**src/include/sic_pkg.sv**
```systemverilog
/*
  Constants and types shared by the oscillator and system-control interrupt unit:
  register byte offsets, bit positions, reset values and the event carrier.
  Assumes a 32-bit classic Wishbone bus and one 100 MHz clock.
*/
// -----------------------------------------------------------------------------
// Summary of operation
// -----------------------------------------------------------------------------
package sic_pkg;

  // ---------------------------------------------------------------------------
  // register byte offsets
  // ---------------------------------------------------------------------------
  localparam logic [7:0] SIC_OFS_IRQ_EN_CLR  = 8'h00;
  localparam logic [7:0] SIC_OFS_IRQ_EN_SET  = 8'h04;
  localparam logic [7:0] SIC_OFS_IRQ_FLAG    = 8'h08;
  localparam logic [7:0] SIC_OFS_CONTROL     = 8'h0C;
  localparam logic [7:0] SIC_OFS_STATUS      = 8'h10;
  localparam logic [7:0] SIC_OFS_FLL_CTRL    = 8'h14;
  localparam logic [7:0] SIC_OFS_BOD_CTRL    = 8'h18;

  // ---------------------------------------------------------------------------
  // interrupt bit positions (enable, set and flag share one layout)
  // ---------------------------------------------------------------------------
  localparam int SIC_BIT_REFCLK_STOP = 8;
  localparam int SIC_BIT_COARSE_LOCK = 7;
  localparam int SIC_BIT_FINE_LOCK   = 6;
  localparam int SIC_BIT_OUT_BOUNDS  = 5;
  localparam int SIC_BIT_FLL_READY   = 4;
  localparam logic [31:0] SIC_IRQ_MASK = 32'h0000_01F0;

  // ---------------------------------------------------------------------------
  // control and status bit positions
  // ---------------------------------------------------------------------------
  localparam int SIC_CTL_CRYSTAL_OSCILLATOR_EN     = 0;
  localparam int SIC_CTL_CRYSTAL_OSCILLATOR_32K_EN  = 1;
  localparam int SIC_CTL_CRYSTAL_OSCILLATOR_STBY   = 2;
  localparam int SIC_CTL_CRYSTAL_OSCILLATOR_32K_STBY = 3;
  localparam logic [31:0] SIC_CTL_MASK = 32'h0000_000F;
  localparam int SIC_STS_FLL_BUSY    = 0;
  localparam int SIC_STS_BOD_BUSY    = 1;
  localparam int SIC_STS_BOD_MASKED  = 2;
  localparam int SIC_STS_CRYSTAL_OSCILLATOR_RUN    = 3;
  localparam int SIC_STS_CRYSTAL_OSCILLATOR_32K_RUN = 4;
  localparam int SIC_STS_SRC_RUN     = 5;

  // ---------------------------------------------------------------------------
  // reset values and widths
  // ---------------------------------------------------------------------------
  localparam int          SIC_CFG_W      = 16;
  localparam logic [31:0] SIC_RST_ZERO   = 32'h0000_0000;
  localparam logic [15:0] SIC_RST_CFG    = 16'h0000;
  localparam int          SIC_SYNC_TICKS = 2;

  // ---------------------------------------------------------------------------
  // types
  // ---------------------------------------------------------------------------
  typedef struct packed {
    logic refclk_stop;
    logic coarse_lock;
    logic fine_lock;
    logic out_bounds;
    logic fll_ready;
  } sic_fll_event_type;

  typedef enum logic [1:0] {
    SIC_SYNC_IDLE = 2'b01,
    SIC_SYNC_BUSY = 2'b10
  } sic_sync_state_type;

endpackage

```
**src/hdl/sic_top.sv**
```systemverilog
/*
  Interrupt enable, flag and system integration logic of the oscillator and
  system-control unit, reached over a 32-bit classic Wishbone slave.
  Assumes the bus clock is gated by the power manager and that the loop and
  brown-out domain edges arrive as one-cycle tick pulses on the one clock.
*/
`timescale 1ns/1ps
module sic_top
  import sic_pkg::*;
#(
  parameter int CFG_W      = SIC_CFG_W,
  parameter int SYNC_TICKS = SIC_SYNC_TICKS
)
(
  // clock and reset
  input  wire logic              clock,
  input  wire logic              srst,
  // wishbone slave
  input  wire logic              wb_cyc_i,
  input  wire logic              wb_stb_i,
  input  wire logic              wb_we_i,
  input  wire logic [7:0]        wb_adr_i,
  input  wire logic [3:0]        wb_sel_i,
  input  wire logic [31:0]       wb_dat_i,
  output logic [31:0]            wb_dat_o,
  output logic                   wb_ack_o,
  output logic                   wb_err_o,
  // access guard
  input  wire logic              write_protect,
  // loop events and domain ticks
  input  sic_fll_event_type      fll_event,
  input  wire logic              fll_tick,
  input  wire logic              bod_tick,
  input  wire logic              source_clock_running,
  // sleep, debug and plug detection
  input  wire logic              standby_sleep,
  input  wire logic              debug_halt,
  input  wire logic              cold_plug_detected,
  input  wire logic              hot_plug_detected,
  // brown-out resets
  input  wire logic              bod_main_reset_req,
  input  wire logic              bod_core_reset_req,
  output logic                   bod_main_reset,
  output logic                   bod_core_reset,
  // domain configuration outputs
  output logic [CFG_W-1:0]       fll_cfg,
  output logic [CFG_W-1:0]       bod_cfg,
  // oscillator run requests and pin control
  output logic                   crystal_oscillator_run,
  output logic                   crystal_oscillator_32k_run,
  output logic                   crystal_oscillator_pin_ctrl,
  output logic                   crystal_oscillator_32k_pin_ctrl,
  // interrupt, wake and events
  output logic                   irq,
  output logic                   wake_request,
  output sic_fll_event_type      event_out
);

  // ---------------------------------------------------------------------------
  // helpers
  // ---------------------------------------------------------------------------
  function automatic logic [31:0] lane_mask(input logic [3:0] sel);
    lane_mask = {{8{sel[3]}}, {8{sel[2]}}, {8{sel[1]}}, {8{sel[0]}}};
  endfunction

  function automatic logic [31:0] ev_word(input sic_fll_event_type e);
    logic [31:0] w;
    w = SIC_RST_ZERO;
    w[SIC_BIT_REFCLK_STOP] = e.refclk_stop;
    w[SIC_BIT_COARSE_LOCK] = e.coarse_lock;
    w[SIC_BIT_FINE_LOCK]   = e.fine_lock;
    w[SIC_BIT_OUT_BOUNDS]  = e.out_bounds;
    w[SIC_BIT_FLL_READY]   = e.fll_ready;
    ev_word = w;
  endfunction

  // ---------------------------------------------------------------------------
  // declarations
  // ---------------------------------------------------------------------------
  logic                     req;
  logic                     resp_r;
  logic                     err_r;
  logic [31:0]              rdata_r;
  logic [31:0]              wmask;
  logic [31:0]              wbits;
  logic                     hit_en_clr;
  logic                     hit_en_set;
  logic                     hit_flag;
  logic                     hit_ctl;
  logic                     hit_sts;
  logic                     hit_fll;
  logic                     hit_bod;
  logic                     guarded;
  logic                     blocked;
  logic                     wr_ok;
  logic [31:0]              irq_en_r;
  logic [31:0]              irq_flag_r;
  logic [31:0]              ctl_r;
  logic [31:0]              status;
  logic [CFG_W-1:0]         fll_hold_r;
  logic [CFG_W-1:0]         bod_hold_r;
  logic [CFG_W-1:0]         fll_cfg_r;
  logic [CFG_W-1:0]         bod_cfg_r;
  logic [1:0]               fll_cnt_r;
  logic [1:0]               bod_cnt_r;
  sic_sync_state_type       fll_state_r;
  sic_sync_state_type       bod_state_r;
  logic                     bod_mask_r;
  logic                     unit_alive;
  sic_fll_event_type        event_r;

  // ---------------------------------------------------------------------------
  // bus decode
  // ---------------------------------------------------------------------------
  assign req        = wb_cyc_i & wb_stb_i & ~resp_r;
  assign wmask      = lane_mask(wb_sel_i);
  assign wbits      = wb_dat_i & wmask;
  assign hit_en_clr = (wb_adr_i == SIC_OFS_IRQ_EN_CLR);
  assign hit_en_set = (wb_adr_i == SIC_OFS_IRQ_EN_SET);
  assign hit_flag   = (wb_adr_i == SIC_OFS_IRQ_FLAG);
  assign hit_ctl    = (wb_adr_i == SIC_OFS_CONTROL);
  assign hit_sts    = (wb_adr_i == SIC_OFS_STATUS);
  assign hit_fll    = (wb_adr_i == SIC_OFS_FLL_CTRL);
  assign hit_bod    = (wb_adr_i == SIC_OFS_BOD_CTRL);

  // the flag register is never guarded so pending interrupts can always be cleared
  assign guarded = hit_en_clr | hit_en_set | hit_ctl | hit_fll | hit_bod;
  assign blocked = wb_we_i & guarded & write_protect;
  assign wr_ok   = req & wb_we_i & ~blocked;

  // ---------------------------------------------------------------------------
  // bus response
  // ---------------------------------------------------------------------------
  // access only happens while the power manager runs the bus clock
  always_ff @(posedge clock)
  begin
    if (srst)
    begin
      resp_r <= 1'b0;
      err_r  <= 1'b0;
    end
    else
    begin
      resp_r <= req;
      err_r  <= req & blocked;
    end
  end

  assign wb_ack_o = resp_r & ~err_r;
  assign wb_err_o = resp_r & err_r;

  always_ff @(posedge clock)
  begin
    if (srst)
    begin
      rdata_r <= SIC_RST_ZERO;
    end
    else if (req & ~wb_we_i)
    begin
      rdata_r <= SIC_RST_ZERO;
      if (hit_en_clr | hit_en_set)
      begin
        rdata_r <= irq_en_r;
      end
      if (hit_flag)
      begin
        rdata_r <= irq_flag_r;
      end
      if (hit_ctl)
      begin
        rdata_r <= ctl_r;
      end
      if (hit_sts)
      begin
        rdata_r <= status;
      end
      if (hit_fll)
      begin
        rdata_r[CFG_W-1:0] <= fll_hold_r;
      end
      if (hit_bod)
      begin
        rdata_r[CFG_W-1:0] <= bod_hold_r;
      end
    end
  end

  assign wb_dat_o = rdata_r;

  // ---------------------------------------------------------------------------
  // interrupt enables
  // ---------------------------------------------------------------------------
  // only ones clear; a zero bit keeps the enable
  always_ff @(posedge clock)
  begin
    if (srst)
    begin
      irq_en_r <= SIC_RST_ZERO;
    end
    else if (wr_ok & hit_en_clr)
    begin
      irq_en_r <= irq_en_r & ~(wbits & SIC_IRQ_MASK);
    end
    else if (wr_ok & hit_en_set)
    begin
      irq_en_r <= irq_en_r | (wbits & SIC_IRQ_MASK);
    end
  end

  // ---------------------------------------------------------------------------
  // interrupt flags
  // ---------------------------------------------------------------------------
  // events are counted even during debug halt, which has no effect here
  assign unit_alive = source_clock_running;

  // a new event wins over a one-written clear in the same cycle
  always_ff @(posedge clock)
  begin
    if (srst)
    begin
      irq_flag_r <= SIC_RST_ZERO;
    end
    else
    begin
      irq_flag_r <= (irq_flag_r & ~((wr_ok & hit_flag) ? (wbits & SIC_IRQ_MASK) : SIC_RST_ZERO))
                  | (unit_alive ? ev_word(fll_event) : SIC_RST_ZERO);
    end
  end

  assign irq          = |(irq_flag_r & irq_en_r & SIC_IRQ_MASK);
  // the request line stays combinational so it works with sleeping bus logic
  assign wake_request = irq;

  // ---------------------------------------------------------------------------
  // event outputs
  // ---------------------------------------------------------------------------
  // events ignore the enables and never drive the wake line
  always_ff @(posedge clock)
  begin
    if (srst)
    begin
      event_r <= '0;
    end
    else
    begin
      event_r <= unit_alive ? fll_event : '0;
    end
  end

  assign event_out = event_r;

  // ---------------------------------------------------------------------------
  // control register and oscillators
  // ---------------------------------------------------------------------------
  always_ff @(posedge clock)
  begin
    if (srst)
    begin
      ctl_r <= SIC_RST_ZERO;
    end
    else if (wr_ok & hit_ctl)
    begin
      ctl_r <= (ctl_r & ~(wmask & SIC_CTL_MASK)) | (wbits & SIC_CTL_MASK);
    end
  end

  assign crystal_oscillator_run    = ctl_r[SIC_CTL_CRYSTAL_OSCILLATOR_EN] & (~standby_sleep | ctl_r[SIC_CTL_CRYSTAL_OSCILLATOR_STBY]);
  assign crystal_oscillator_32k_run = ctl_r[SIC_CTL_CRYSTAL_OSCILLATOR_32K_EN] & (~standby_sleep | ctl_r[SIC_CTL_CRYSTAL_OSCILLATOR_32K_STBY]);

  // pins follow the enable so no separate port setup is needed
  assign crystal_oscillator_pin_ctrl    = ctl_r[SIC_CTL_CRYSTAL_OSCILLATOR_EN];
  assign crystal_oscillator_32k_pin_ctrl = ctl_r[SIC_CTL_CRYSTAL_OSCILLATOR_32K_EN];

  // ---------------------------------------------------------------------------
  // loop domain synchronization
  // ---------------------------------------------------------------------------
  // a write restarts the handover; the domain copy changes only on its own tick
  always_ff @(posedge clock)
  begin
    if (srst)
    begin
      fll_hold_r  <= SIC_RST_CFG;
      fll_cfg_r   <= SIC_RST_CFG;
      fll_cnt_r   <= 2'h0;
      fll_state_r <= SIC_SYNC_IDLE;
    end
    else if (wr_ok & hit_fll)
    begin
      fll_hold_r  <= wb_dat_i[CFG_W-1:0];
      fll_cnt_r   <= 2'h0;
      fll_state_r <= SIC_SYNC_BUSY;
    end
    else
    begin
      case (fll_state_r)
        SIC_SYNC_BUSY:
        begin
          if (fll_tick)
          begin
            if (fll_cnt_r == 2'(SYNC_TICKS - 1))
            begin
              fll_cfg_r   <= fll_hold_r;
              fll_state_r <= SIC_SYNC_IDLE;
            end
            else
            begin
              fll_cnt_r <= fll_cnt_r + 2'h1;
            end
          end
        end
        SIC_SYNC_IDLE:
        begin
          fll_cnt_r <= 2'h0;
        end
        default:
        begin
          fll_state_r <= SIC_SYNC_IDLE;
        end
      endcase
    end
  end

  // ---------------------------------------------------------------------------
  // brown-out domain synchronization
  // ---------------------------------------------------------------------------
  always_ff @(posedge clock)
  begin
    if (srst)
    begin
      bod_hold_r  <= SIC_RST_CFG;
      bod_cfg_r   <= SIC_RST_CFG;
      bod_cnt_r   <= 2'h0;
      bod_state_r <= SIC_SYNC_IDLE;
    end
    else if (wr_ok & hit_bod)
    begin
      bod_hold_r  <= wb_dat_i[CFG_W-1:0];
      bod_cnt_r   <= 2'h0;
      bod_state_r <= SIC_SYNC_BUSY;
    end
    else
    begin
      case (bod_state_r)
        SIC_SYNC_BUSY:
        begin
          if (bod_tick)
          begin
            if (bod_cnt_r == 2'(SYNC_TICKS - 1))
            begin
              bod_cfg_r   <= bod_hold_r;
              bod_state_r <= SIC_SYNC_IDLE;
            end
            else
            begin
              bod_cnt_r <= bod_cnt_r + 2'h1;
            end
          end
        end
        SIC_SYNC_IDLE:
        begin
          bod_cnt_r <= 2'h0;
        end
        default:
        begin
          bod_state_r <= SIC_SYNC_IDLE;
        end
      endcase
    end
  end

  assign fll_cfg = fll_cfg_r;
  assign bod_cfg = bod_cfg_r;

  // ---------------------------------------------------------------------------
  // brown-out reset masking
  // ---------------------------------------------------------------------------
  // cold plug masks until the next reset; hot plug never masks
  always_ff @(posedge clock)
  begin
    if (srst)
    begin
      bod_mask_r <= 1'b0;
    end
    else if (cold_plug_detected & ~hot_plug_detected)
    begin
      bod_mask_r <= 1'b1;
    end
  end

  assign bod_main_reset = bod_main_reset_req & ~bod_mask_r;
  assign bod_core_reset = bod_core_reset_req & ~bod_mask_r;

  // ---------------------------------------------------------------------------
  // status
  // ---------------------------------------------------------------------------
  always_comb
  begin
    status                      = SIC_RST_ZERO;
    status[SIC_STS_FLL_BUSY]    = (fll_state_r == SIC_SYNC_BUSY);
    status[SIC_STS_BOD_BUSY]    = (bod_state_r == SIC_SYNC_BUSY);
    status[SIC_STS_BOD_MASKED]  = bod_mask_r;
    status[SIC_STS_CRYSTAL_OSCILLATOR_RUN]    = crystal_oscillator_run;
    status[SIC_STS_CRYSTAL_OSCILLATOR_32K_RUN] = crystal_oscillator_32k_run;
    status[SIC_STS_SRC_RUN]     = source_clock_running & ~(debug_halt & 1'b0);
  end

endmodule

```
**config.mk**
```make
export PLATFORM = sky130hd
export DESIGN_NAME = sic_top
export DESIGN_NICKNAME = d
export VERILOG_FILES = /design/src/include/sic_pkg.sv /design/src/hdl/sic_top.sv
export SDC_FILE = /design/constraint.sdc
export NUM_CORES = 1
export LEC_CHECK = 0
export ABC_AREA = 1
export BUFFER_PORTS_ARGS = -buffer_cell sky130_fd_sc_hd__buf_2
export CORE_MARGIN = 1
export CORE_UTILIZATION = 52
export CTS_CLUSTER_DIAMETER = 80
export DETAILED_ROUTE_END_ITERATION = 6
export PLACE_DENSITY = 0.84
export SYNTH_ARGS = -nofsm -noshare
export SYNTH_HDL_FRONTEND = slang
export SYNTH_SLANG_ARGS = --single-unit
```
**constraint.sdc**
```tcl
create_clock -name clock -period 2.1 [get_ports clock]
set_clock_uncertainty 0.15 [all_clocks]
set_input_delay 0.42 -clock clock [delete_from_list [all_inputs] [get_ports clock]]
set_output_delay 0.42 -clock clock [all_outputs]
set_load 0.005 [all_outputs]
```
# Yosys cells after proc, flatten, opt, wreduce, memory -nomap -nowiden

Cells that the tools add are included.

Word-level logic and storage cells: 130
Output and inout bits: 79
Register bits: 208
Input bits: 64

Eq/ne operators: 22
Multiplexer cells: 24
Reduce and logical (&&, ||, !) cells: 14
$add $sub $neg: 2
Bitwise gates (word level): 48

Operators with widths:

| kind                                                                    | count |
|---|---|
| 32-bit 2-to-1 mux                                                       | 6 |
| 32-bit AND                                                              | 3 |
| 9-bit NOT with 32-bit output                                            | 2 |
| 32-bit by 9-bit OR with 32-bit output                                   | 2 |
| 16-bit 2-to-1 mux                                                       | 2 |
| 4-bit NOT with 32-bit output                                            | 1 |
| 32-bit by 4-bit OR with 32-bit output                                   | 1 |
| 8-bit by 5-bit == test with 1-bit output, second input constant         | 3 |
| 1-bit AND                                                               | 21 |
| 2-bit 2-to-1 mux                                                        | 10 |
| 9-bit AND                                                               | 2 |
| 9-bit 2-to-1 mux                                                        | 2 |
| 8-bit by 4-bit == test with 1-bit output, second input constant         | 2 |
| 2-bit case mux with 2 select lines                                      | 4 |
| 2-bit inequality test, second input constant                            | 6 |
| 3-bit AND reduction                                                     | 4 |
| 1-bit NOT                                                               | 10 |
| 2-bit by 1-bit == test with 1-bit output, second input constant         | 4 |
| 8-bit by 3-bit == test with 1-bit output, second input constant         | 1 |
| 8-bit logical NOT                                                       | 1 |
| 4-bit AND reduction                                                     | 2 |
| 3-bit by 1-bit inequality test with 1-bit output, second input constant | 2 |
| 3-bit by 2-bit inequality test with 1-bit output, second input constant | 2 |
| 1-bit OR                                                                | 6 |
| other kinds (5)                                                         | 11 |

# Longest topological paths before layout

Gate-level depths: netlist of the first run.

Word-level depth: 14
Depth in mapped cells: 13
Depth with buffers taken out: 12

# Least setup slack after synthesis of the first run

No wires, ideal clock.

Path type: input port to flip-flop
Start point: input port wb_adr_i[7]
End point: register fll_hold_r[5]
Setup time: 0.132 ns
Buffers on the path: 2
Required time: 1.818 ns
Setup slack: 0.214 ns
Arrival time: 1.604 ns
Stages on the path: 12
Path through: nor2_1 -> nand2_2 -> nor2_4 -> nor2_1 -> nand2_1 -> nand2_2 -> buf_6 -> nand3_4 -> inv_2 -> buf_6 -> nand2_1 -> a21oi_1

Word-level cells in the longest chain between the ends: 10
Elaborated cells on any way between the ends: 14
Those cells by class: eq/ne: 4; bitwise: 9; reduce/logical: 1

RTL lines:

| what                                                                          | RTL line                       | text |
|---|---|---|
| from (decl)                                                                   | sic_top.sv:22                  | `input wire logic [7:0] wb_adr_i,` |
| 8-bit by 3-bit == test with 1-bit output or 8-bit logical NOT (tied branches) | sic_top.sv:119, sic_top.sv:118 |  |
| 1-bit OR (4 in series)                                                        | sic_top.sv:127                 | `assign guarded = hit_en_clr \| hit_en_set \| hit_ctl \| hit_fll \| hit_bod;` |
| 1-bit AND (2 in series)                                                       | sic_top.sv:128                 | `assign blocked = wb_we_i & guarded & write_protect;` |
| 1-bit NOT                                                                     | sic_top.sv:129                 | `assign wr_ok = req & wb_we_i & ~blocked;` |
| 1-bit AND                                                                     | sic_top.sv:129                 |  |
| 1-bit AND (*)                                                                 | sic_top.sv:287                 | `else if (wr_ok & hit_fll)` |
| to (signal assigned)                                                          | sic_top.sv:289                 | `fll_hold_r <= wb_dat_i[CFG_W-1:0];` |
| to (decl)                                                                     | sic_top.sv:100                 | `logic [CFG_W-1:0] fll_hold_r;` |

Every way passes the cells marked *; elsewhere a longest branch is shown, timed or not.
A chain may end at the register's enable or synchronous reset.

# Worst setup path after layout of the first run

Start point: register irq_flag_r[7]
End point: output port irq

Word-level cells in the longest chain between the ends: 2

RTL lines:

| what                   | RTL line       | text |
|---|---|---|
| from (decl)            | sic_top.sv:97  | `logic [31:0] irq_flag_r;` |
| from (signal assigned) | sic_top.sv:225 | `irq_flag_r <= (irq_flag_r & ~((wr_ok & hit_flag) ? (wbits & SIC_IRQ_MASK) : SIC_RST_ZERO))` |
| 9-bit AND              | sic_top.sv:230 | `assign irq = \|(irq_flag_r & irq_en_r & SIC_IRQ_MASK);` |
| 5-bit OR reduction     | sic_top.sv:230 |  |
| to (decl)              | sic_top.sv:54  | `output logic irq,` |

Every way passes these cells.

==> flow_summary_export.csv, run 1 <==
group,metric,value,unit
die,rows,35,
clock_network,cts_resized,0,
cells_and_area,multi_input_area,2140,um^2
place,portBuffers,107,
hold_path,hold_class,"in -> reg",
worst_setup_path,crit_start,"irq_flag_r[7]",
worst_setup_path,r2r-start,"resp_r",
synth,netlist_top_cells_area,"dfxtp_1 (44%), nand2_1 (13%), a21oi_1 (8.1%)",
synth,synth-seq-area-share,44.4,%
worst_setup_path,critPathMaxStageDelay,330,ps
sta,final.min_clock_period,1850,ps
sta,max_freq,540,MHz
drt,drc_errors,0,
die,chipWidth,99.7,um
global_routing,antenna_found_initial,0,
worst_setup_path,cpMaxStageDelayCell,"dfxtp_1",
die,io_pins,143,
worst_setup_path,critPathLaunchType,"register",
clock_network,ctsRootBufferMaster,"clkbuf_8",
sta,drv_slew,0,
cells_and_area,layout.nets,885,
drt,antenna_left,0,
cells_and_area,regArea,2200,um^2
die,die_y,99.7,um
cells_and_area,postLayoutCellArea,5840,um^2
clock_network,cts.sinks,110,
hold_path,hp-start,"fll_event[2]",
synth,yosysTopAreaCell,"dfxtp_1",
drt,via_count,4730,
global_routing,grt_overflow_total,0,
power_and_ir_drop,combPwrFrac,6.3,%
die,coreArea,9240,um^2
worst_setup_path,crit_type,"reg -> out",
drt,avgRoutedWirePerCell,12.0,um
sta,fin_crit_sh,88.2,%
cells_and_area,diodes,0,
cells_and_area,fin_util,63.2,%
die,initial_core_util,53.7,%
clock_network,cts_made_buffers,9,
global_routing,grt_usage,24.2,%
sta,worst_slew_margin_rel,65.8,%
sta,hold_viol_final,0,
sta,tightest_slew,513,ps
power_and_ir_drop,power.density,602,nW/um^2
place,place.gp.congestion,0.919,
power_and_ir_drop,report.power.total,3.52,mW
die,dieArea,9940,um^2
global_routing,grt_pass1_wl,19.1,mm
synth,syn_inst,713,
synth,yosysTopAreaCellShare,44.4,%
global_routing,grt_pass1_vias,4130,
synth,ys_ff_latch,110,
worst_setup_path,cp_max_fo,2,
cells_and_area,drive_above_1_share,19.4,%
clock_network,h-tree-depth,3,
power_and_ir_drop,vdd.ir_drop.worst,0.445,mV
clock_network,cts_buffer_depth,2,
synth,synth_area_per_cell,6.96,um^2
synth,async_flop_share,0,%
worst_setup_path,arrival,1280,ps
power_and_ir_drop,p_sw_share,24.9,%
power_and_ir_drop,clkPwrFrac,33.4,%
worst_setup_path,required,1530,ps
worst_setup_path,crit_chain,"inv_1 -> o22ai_1 -> a21oi_1 -> o221ai_1 -> buf_2",
synth,synth_area,4960,um^2
place,detailed_place.area,5670,um^2
clock_network,cts_tree,"yes",
synth,synth-edff-count,0,
drt,vias_per_cell,4.96,
synth,synth-main-ff-cell,"dfxtp_1",
outcome,status,"finished, final reports clean",
power_and_ir_drop,p_int,2.64,mW
drt,drt_iter0_drc,274,
synth,netlist_top_cells_count,"nand2_1 (178), dfxtp_1 (110), inv_1 (96)",
power_and_ir_drop,seqPwrFrac,60.3,%
global_routing,grt_max_degree,47,
power_and_ir_drop,p_sw,0.877,mW
sta,finalSetupTns,0,ps
synth,ys_warn_count,0,
worst_setup_path,worstSetupEndpointType,"output port",
drt,wl,11.5,mm
place,place_hpwl,8.30,mm
clock_network,hold_buffers,0,
power_and_ir_drop,p_leak,2.74,nW
clock_network,clock_latency,370,ps
clock_network,cts_setup_buffers,0,
synth,synth_cell_types,31,
sta,setup_viol,0,
drt,drt_first_pass_iters,5,
cells_and_area,fillers,860,
sta,rsz0062_at_grt,"false",
clock_network,clk_pin_slew,100,ps
run,drv_cap,0,
synth,synth.most_common_cell,"nand2_1",
cells_and_area,syn2layout_area_growth,17.8,%
[power by group through the flow]
stage                     clock (mW)  combinational [mW]  sequential [mW]
after global routing            1.28               0.252             2.12
after CTS                       1.20               0.222             2.12
after global placement             0               0.219             2.17
final                           1.17               0.223             2.12
after floorplan                    0               0.132             2.17
after detailed placement           0               0.221             2.17
[per-stage QoR]
stage               hold slack, ps  instances  setup slack, ps
floorplan                      293        728              214
global placement               301        937             41.8
detailed placement             304        937             5.92
CTS                           87.1        953              238
global route                  96.2        953              124
finish                         101        953              247
[final cells by class]
type,instances,share of cell area [%]
Inverter,99,6.36
Clock buffer,9,2.12
Tap cell,129,2.76
Timing Repair Buffer,131,13.5
Clock inverter,7,0.942
Multi-Input combinational cell,468,36.6
Sequential cell,110,37.7
[cells by family after synthesis]
kind of cell	share of synthesized area [%]
muxes	0.202
DFF	44.4
and+or+nand+nor	27.5
AOI/OAI and AO/OA	13.5
other	0.0756
adders and majority gates	0.504
buffers and inverters	13.8
[cell usage in the layout, fill, tap and decap left out]
cell type,instances
nor3_1,2
nand2_1,178
nand3_2,2
ha_1,2
nor2_2,1
nor2_1,81
o22ai_1,5
nand2_2,2
clkinv_2,2
nand3_1,39
o21bai_1,2
conb_1,16
inv_8,1
nand4_1,8
nor3b_1,1
o21a_1,1
buf_2,107
buf_4,18
nand3_4,1
a21oi_1,80
and3_1,4
o221ai_1,8
nor2_4,3
a211oi_1,1
inv_2,2
buf_12,6
dfxtp_1,110
nor3_2,1
inv_6,2
clkinv_1,1
o21ai_0,28
clkbuf_8,9
mux2i_1,1
nor3b_2,1
inv_1,96
clkinv_4,1
clkinvlp_4,1
[routing by layer]
metal	routed length, um	GRT usage (%)
met5	0	0
met4	286	9.62
met3	707	4.29
met2	5390	39.1
met1	5090	32.2
[flip-flops by register name, summed over array words and instances, names as in the netlist, named ones only]
signal       flops
bod_cfg         16
bod_cnt_r        2
bod_hold_r      16
bod_mask_r       1
bod_state_r      2
err_r            1
event_out        5
fll_cfg         16
fll_cnt_r        2
fll_hold_r      16
fll_state_r      2
irq_flag_r       5
resp_r           1
wb_dat_o        16
[worst max-delay path: cells and delay by family (launching register included)]
kind                   cells  cell delay, ps
flip-flops                 1             330
buffers and inverters      2             230
AO/OA/AOI/OAI              3             350
[path summary, 6_finish.rpt]
| check | end | slack [ps] | cells after the start |
|---|---|---|---|
| hold / removal | event_out[2] | 100 | 3 |
| setup / recovery | irq | 250 | 5 |
| setup reg to reg | bod_hold_r[11] | 320 | 7 |
| hold reg to reg | bod_hold_r[8] | 320 | 2 |
Note: power is estimated with default switching activity, not from simulation.
==> run 2, diff against run 1 <==
--- a/config.mk
+++ b/config.mk
@@ -12,6 +12,7 @@
 export CTS_CLUSTER_DIAMETER = 80
 export DETAILED_ROUTE_END_ITERATION = 6
 export PLACE_DENSITY = 0.84
+export RECOVER_POWER = 50
 export SYNTH_ARGS = -nofsm -noshare
 export SYNTH_HDL_FRONTEND = slang
 export SYNTH_SLANG_ARGS = --single-unit
==> flow_summary_export.csv, run 2 (synthesis results as in run 1) <==
group,metric,value,unit
outcome,status,"finished, final reports clean",
drt,antenna_left,0,
sta,final.min_clock_period,1860,ps
die,dieArea,9940,um^2
hold_path,hold_class,"in -> reg",
drt,drt_first_pass_iters,5,
place,place_ws,5.92,ps
global_routing,grt_overflow_total,0,
global_routing,antenna_found_initial,0,
power_and_ir_drop,p_sw,0.879,mW
worst_setup_path,crit_family,"simple AND/OR/NAND/NOR gates",
drt,drt_iter0_drc,295,
sta,fin_crit_sh,88.7,%
power_and_ir_drop,combPwrFrac,6.2,%
cells_and_area,fillers,879,
clock_network,cts_buffer_depth,2,
cells_and_area,layout.nets,885,
die,chipWidth,99.7,um
die,die_y,99.7,um
power_and_ir_drop,p_sw_share,25.0,%
sta,hold_viol_final,0,
cells_and_area,layout_common_cells,"nand2_1 (180), dfxtp_1 (110), inv_1 (96), nor2_1 (81), a21oi_1 (80)",
power_and_ir_drop,p_int,2.64,mW
power_and_ir_drop,clkPwrFrac,33.5,%
global_routing,gr-usage-met3,4.29,%
place,place_hpwl,8.30,mm
sta,tightest_slew,971,ps
die,initial_core_util,53.7,%
clock_network,cts.sinks,110,
worst_setup_path,arrival,2000,ps
clock_network,cts_resized,0,
clock_network,clk_pin_slew,100,ps
sta,rsz0062_at_grt,"false",
drt,vias_per_cell,4.98,
clock_network,hold_buffers,0,
power_and_ir_drop,seqPwrFrac,60.3,%
drt,drc_errors,0,
hold_path,hold-path-cell-count,3,
clock_network,ctsRootBufferMaster,"clkbuf_8",
global_routing,grt_pass1_wl,19.1,mm
global_routing,grt_usage,24.2,%
die,io_pins,143,
drt,wl,11.5,mm
sta,drv_slew,0,
worst_setup_path,worstSetupPathDepth,12,
cells_and_area,syn2layout_area_growth,16.8,%
cells_and_area,final_common_cell,"nand2_1",
clock_network,cts_setup_buffers,0,
global_routing,grt_max_degree,47,
worst_setup_path,worstRegToRegCells,7,
global_routing,busiest_layer,"met2",
power_and_ir_drop,power.density,606,nW/um^2
die,coreArea,9240,um^2
drt,avgRoutedWirePerCell,12.0,um
sta,setup_viol,0,
sta,worst_slew_margin_rel,35.3,%
run,drv_cap,0,
cells_and_area,drive_above_1_share,15.7,%
worst_setup_path,critPathMaxStageDelay,300,ps
place,portBuffers,107,
power_and_ir_drop,vdd.ir_drop.worst,0.446,mV
die,rows,35,
place,place.gp.congestion,0.919,
power_and_ir_drop,p_leak,2.62,nW
worst_setup_path,required,2240,ps
worst_setup_path,crit_type,"in -> reg",
global_routing,grt_use_met1,32.2,%
clock_network,cts_tree,"yes",
worst_setup_path,cp_max_fo,16,
sta,postLayoutSetupSlackWorst,237,ps
worst_setup_path,worstSetupEndpointType,"register",
worst_setup_path,cp_common_cell,"nand2_1",
sta,finalSetupTns,0,ps
cells_and_area,diodes,0,
worst_setup_path,crit_chain,"buf_1 -> inv_1 -> nor2_2 -> nand2_1 -> nor2_1 -> nor2_1 -> nand2_1 -> nand2_1 -> nand3_2 -> inv_2 -> nand2_1 -> a21oi_1",
worst_setup_path,crit_buf_inv,3,
clock_network,cts_made_buffers,9,
global_routing,grt_pass1_vias,4130,
worst_setup_path,critPathLaunchType,"input port",
clock_network,clock_latency,370,ps
drt,via_count,4743,
clock_network,h-tree-depth,3,
global_routing,grt.met2_usage,39.1,%
sta,max_freq,537,MHz
worst_setup_path,cpMaxStageDelayCell,"inv_2",
-- run 2: path summary, 6_finish.rpt --
check                        end          start  slack, ps
setup / recovery  bod_hold_r[11]    wb_adr_i[4]        240
hold / removal      event_out[2]   fll_event[2]        100
setup reg to reg  bod_hold_r[11]         resp_r        280
hold reg to reg    bod_hold_r[8]  bod_hold_r[8]        320
-- run 2: power groups by stage --
stage          clock network (mW)  logic (mW)  registers [mW]
2_1_floorplan                   0       0.132            2.17
4_1_cts                      1.20       0.222            2.12
3_3_place_gp                    0       0.219            2.17
3_5_place_dp                    0       0.221            2.17
6_report                     1.18       0.219            2.12
5_1_grt                      1.28       0.247            2.13
-- run 2: area by class of cell --
cell class	count	area [um^2]	share of cell area, %
clock inverter	7	55.1	0.950
sequential	110	2200	38.0
tap	129	161	2.78
clock buffer	9	124	2.14
timing repair buffer	131	749	12.9
multi-input combinational	468	2130	36.8
inverter	99	372	6.41
-- run 2: through the flow --
stage                     hold slack (ps)  instance area (um^2)  total power [mW]  utilization [%]  std cells
final                                97.2                  5800              3.52             62.7        953
after global routing                 96.2                  5800              3.65             62.7        953
after CTS                            87.1                  5840              3.55             63.2        953
after detailed placement              304                  5670              2.39             61.3        937
after global placement                301                  5670              2.39             61.3        937
after floorplan                       293                  5020              2.30                -        728
-- run 2: worst min-delay path: cells and delay by family --
kind	cells	cell delay, ps
AND/OR/NAND/NOR	1	60
buffers and inverters	2	120
-- run 2: routing by layer --
metal,wire [um],vias to the layer above
li1,-,2417
met1,5160,2140
met2,5350,164
met3,688,22
met4,283,0
met5,0,-
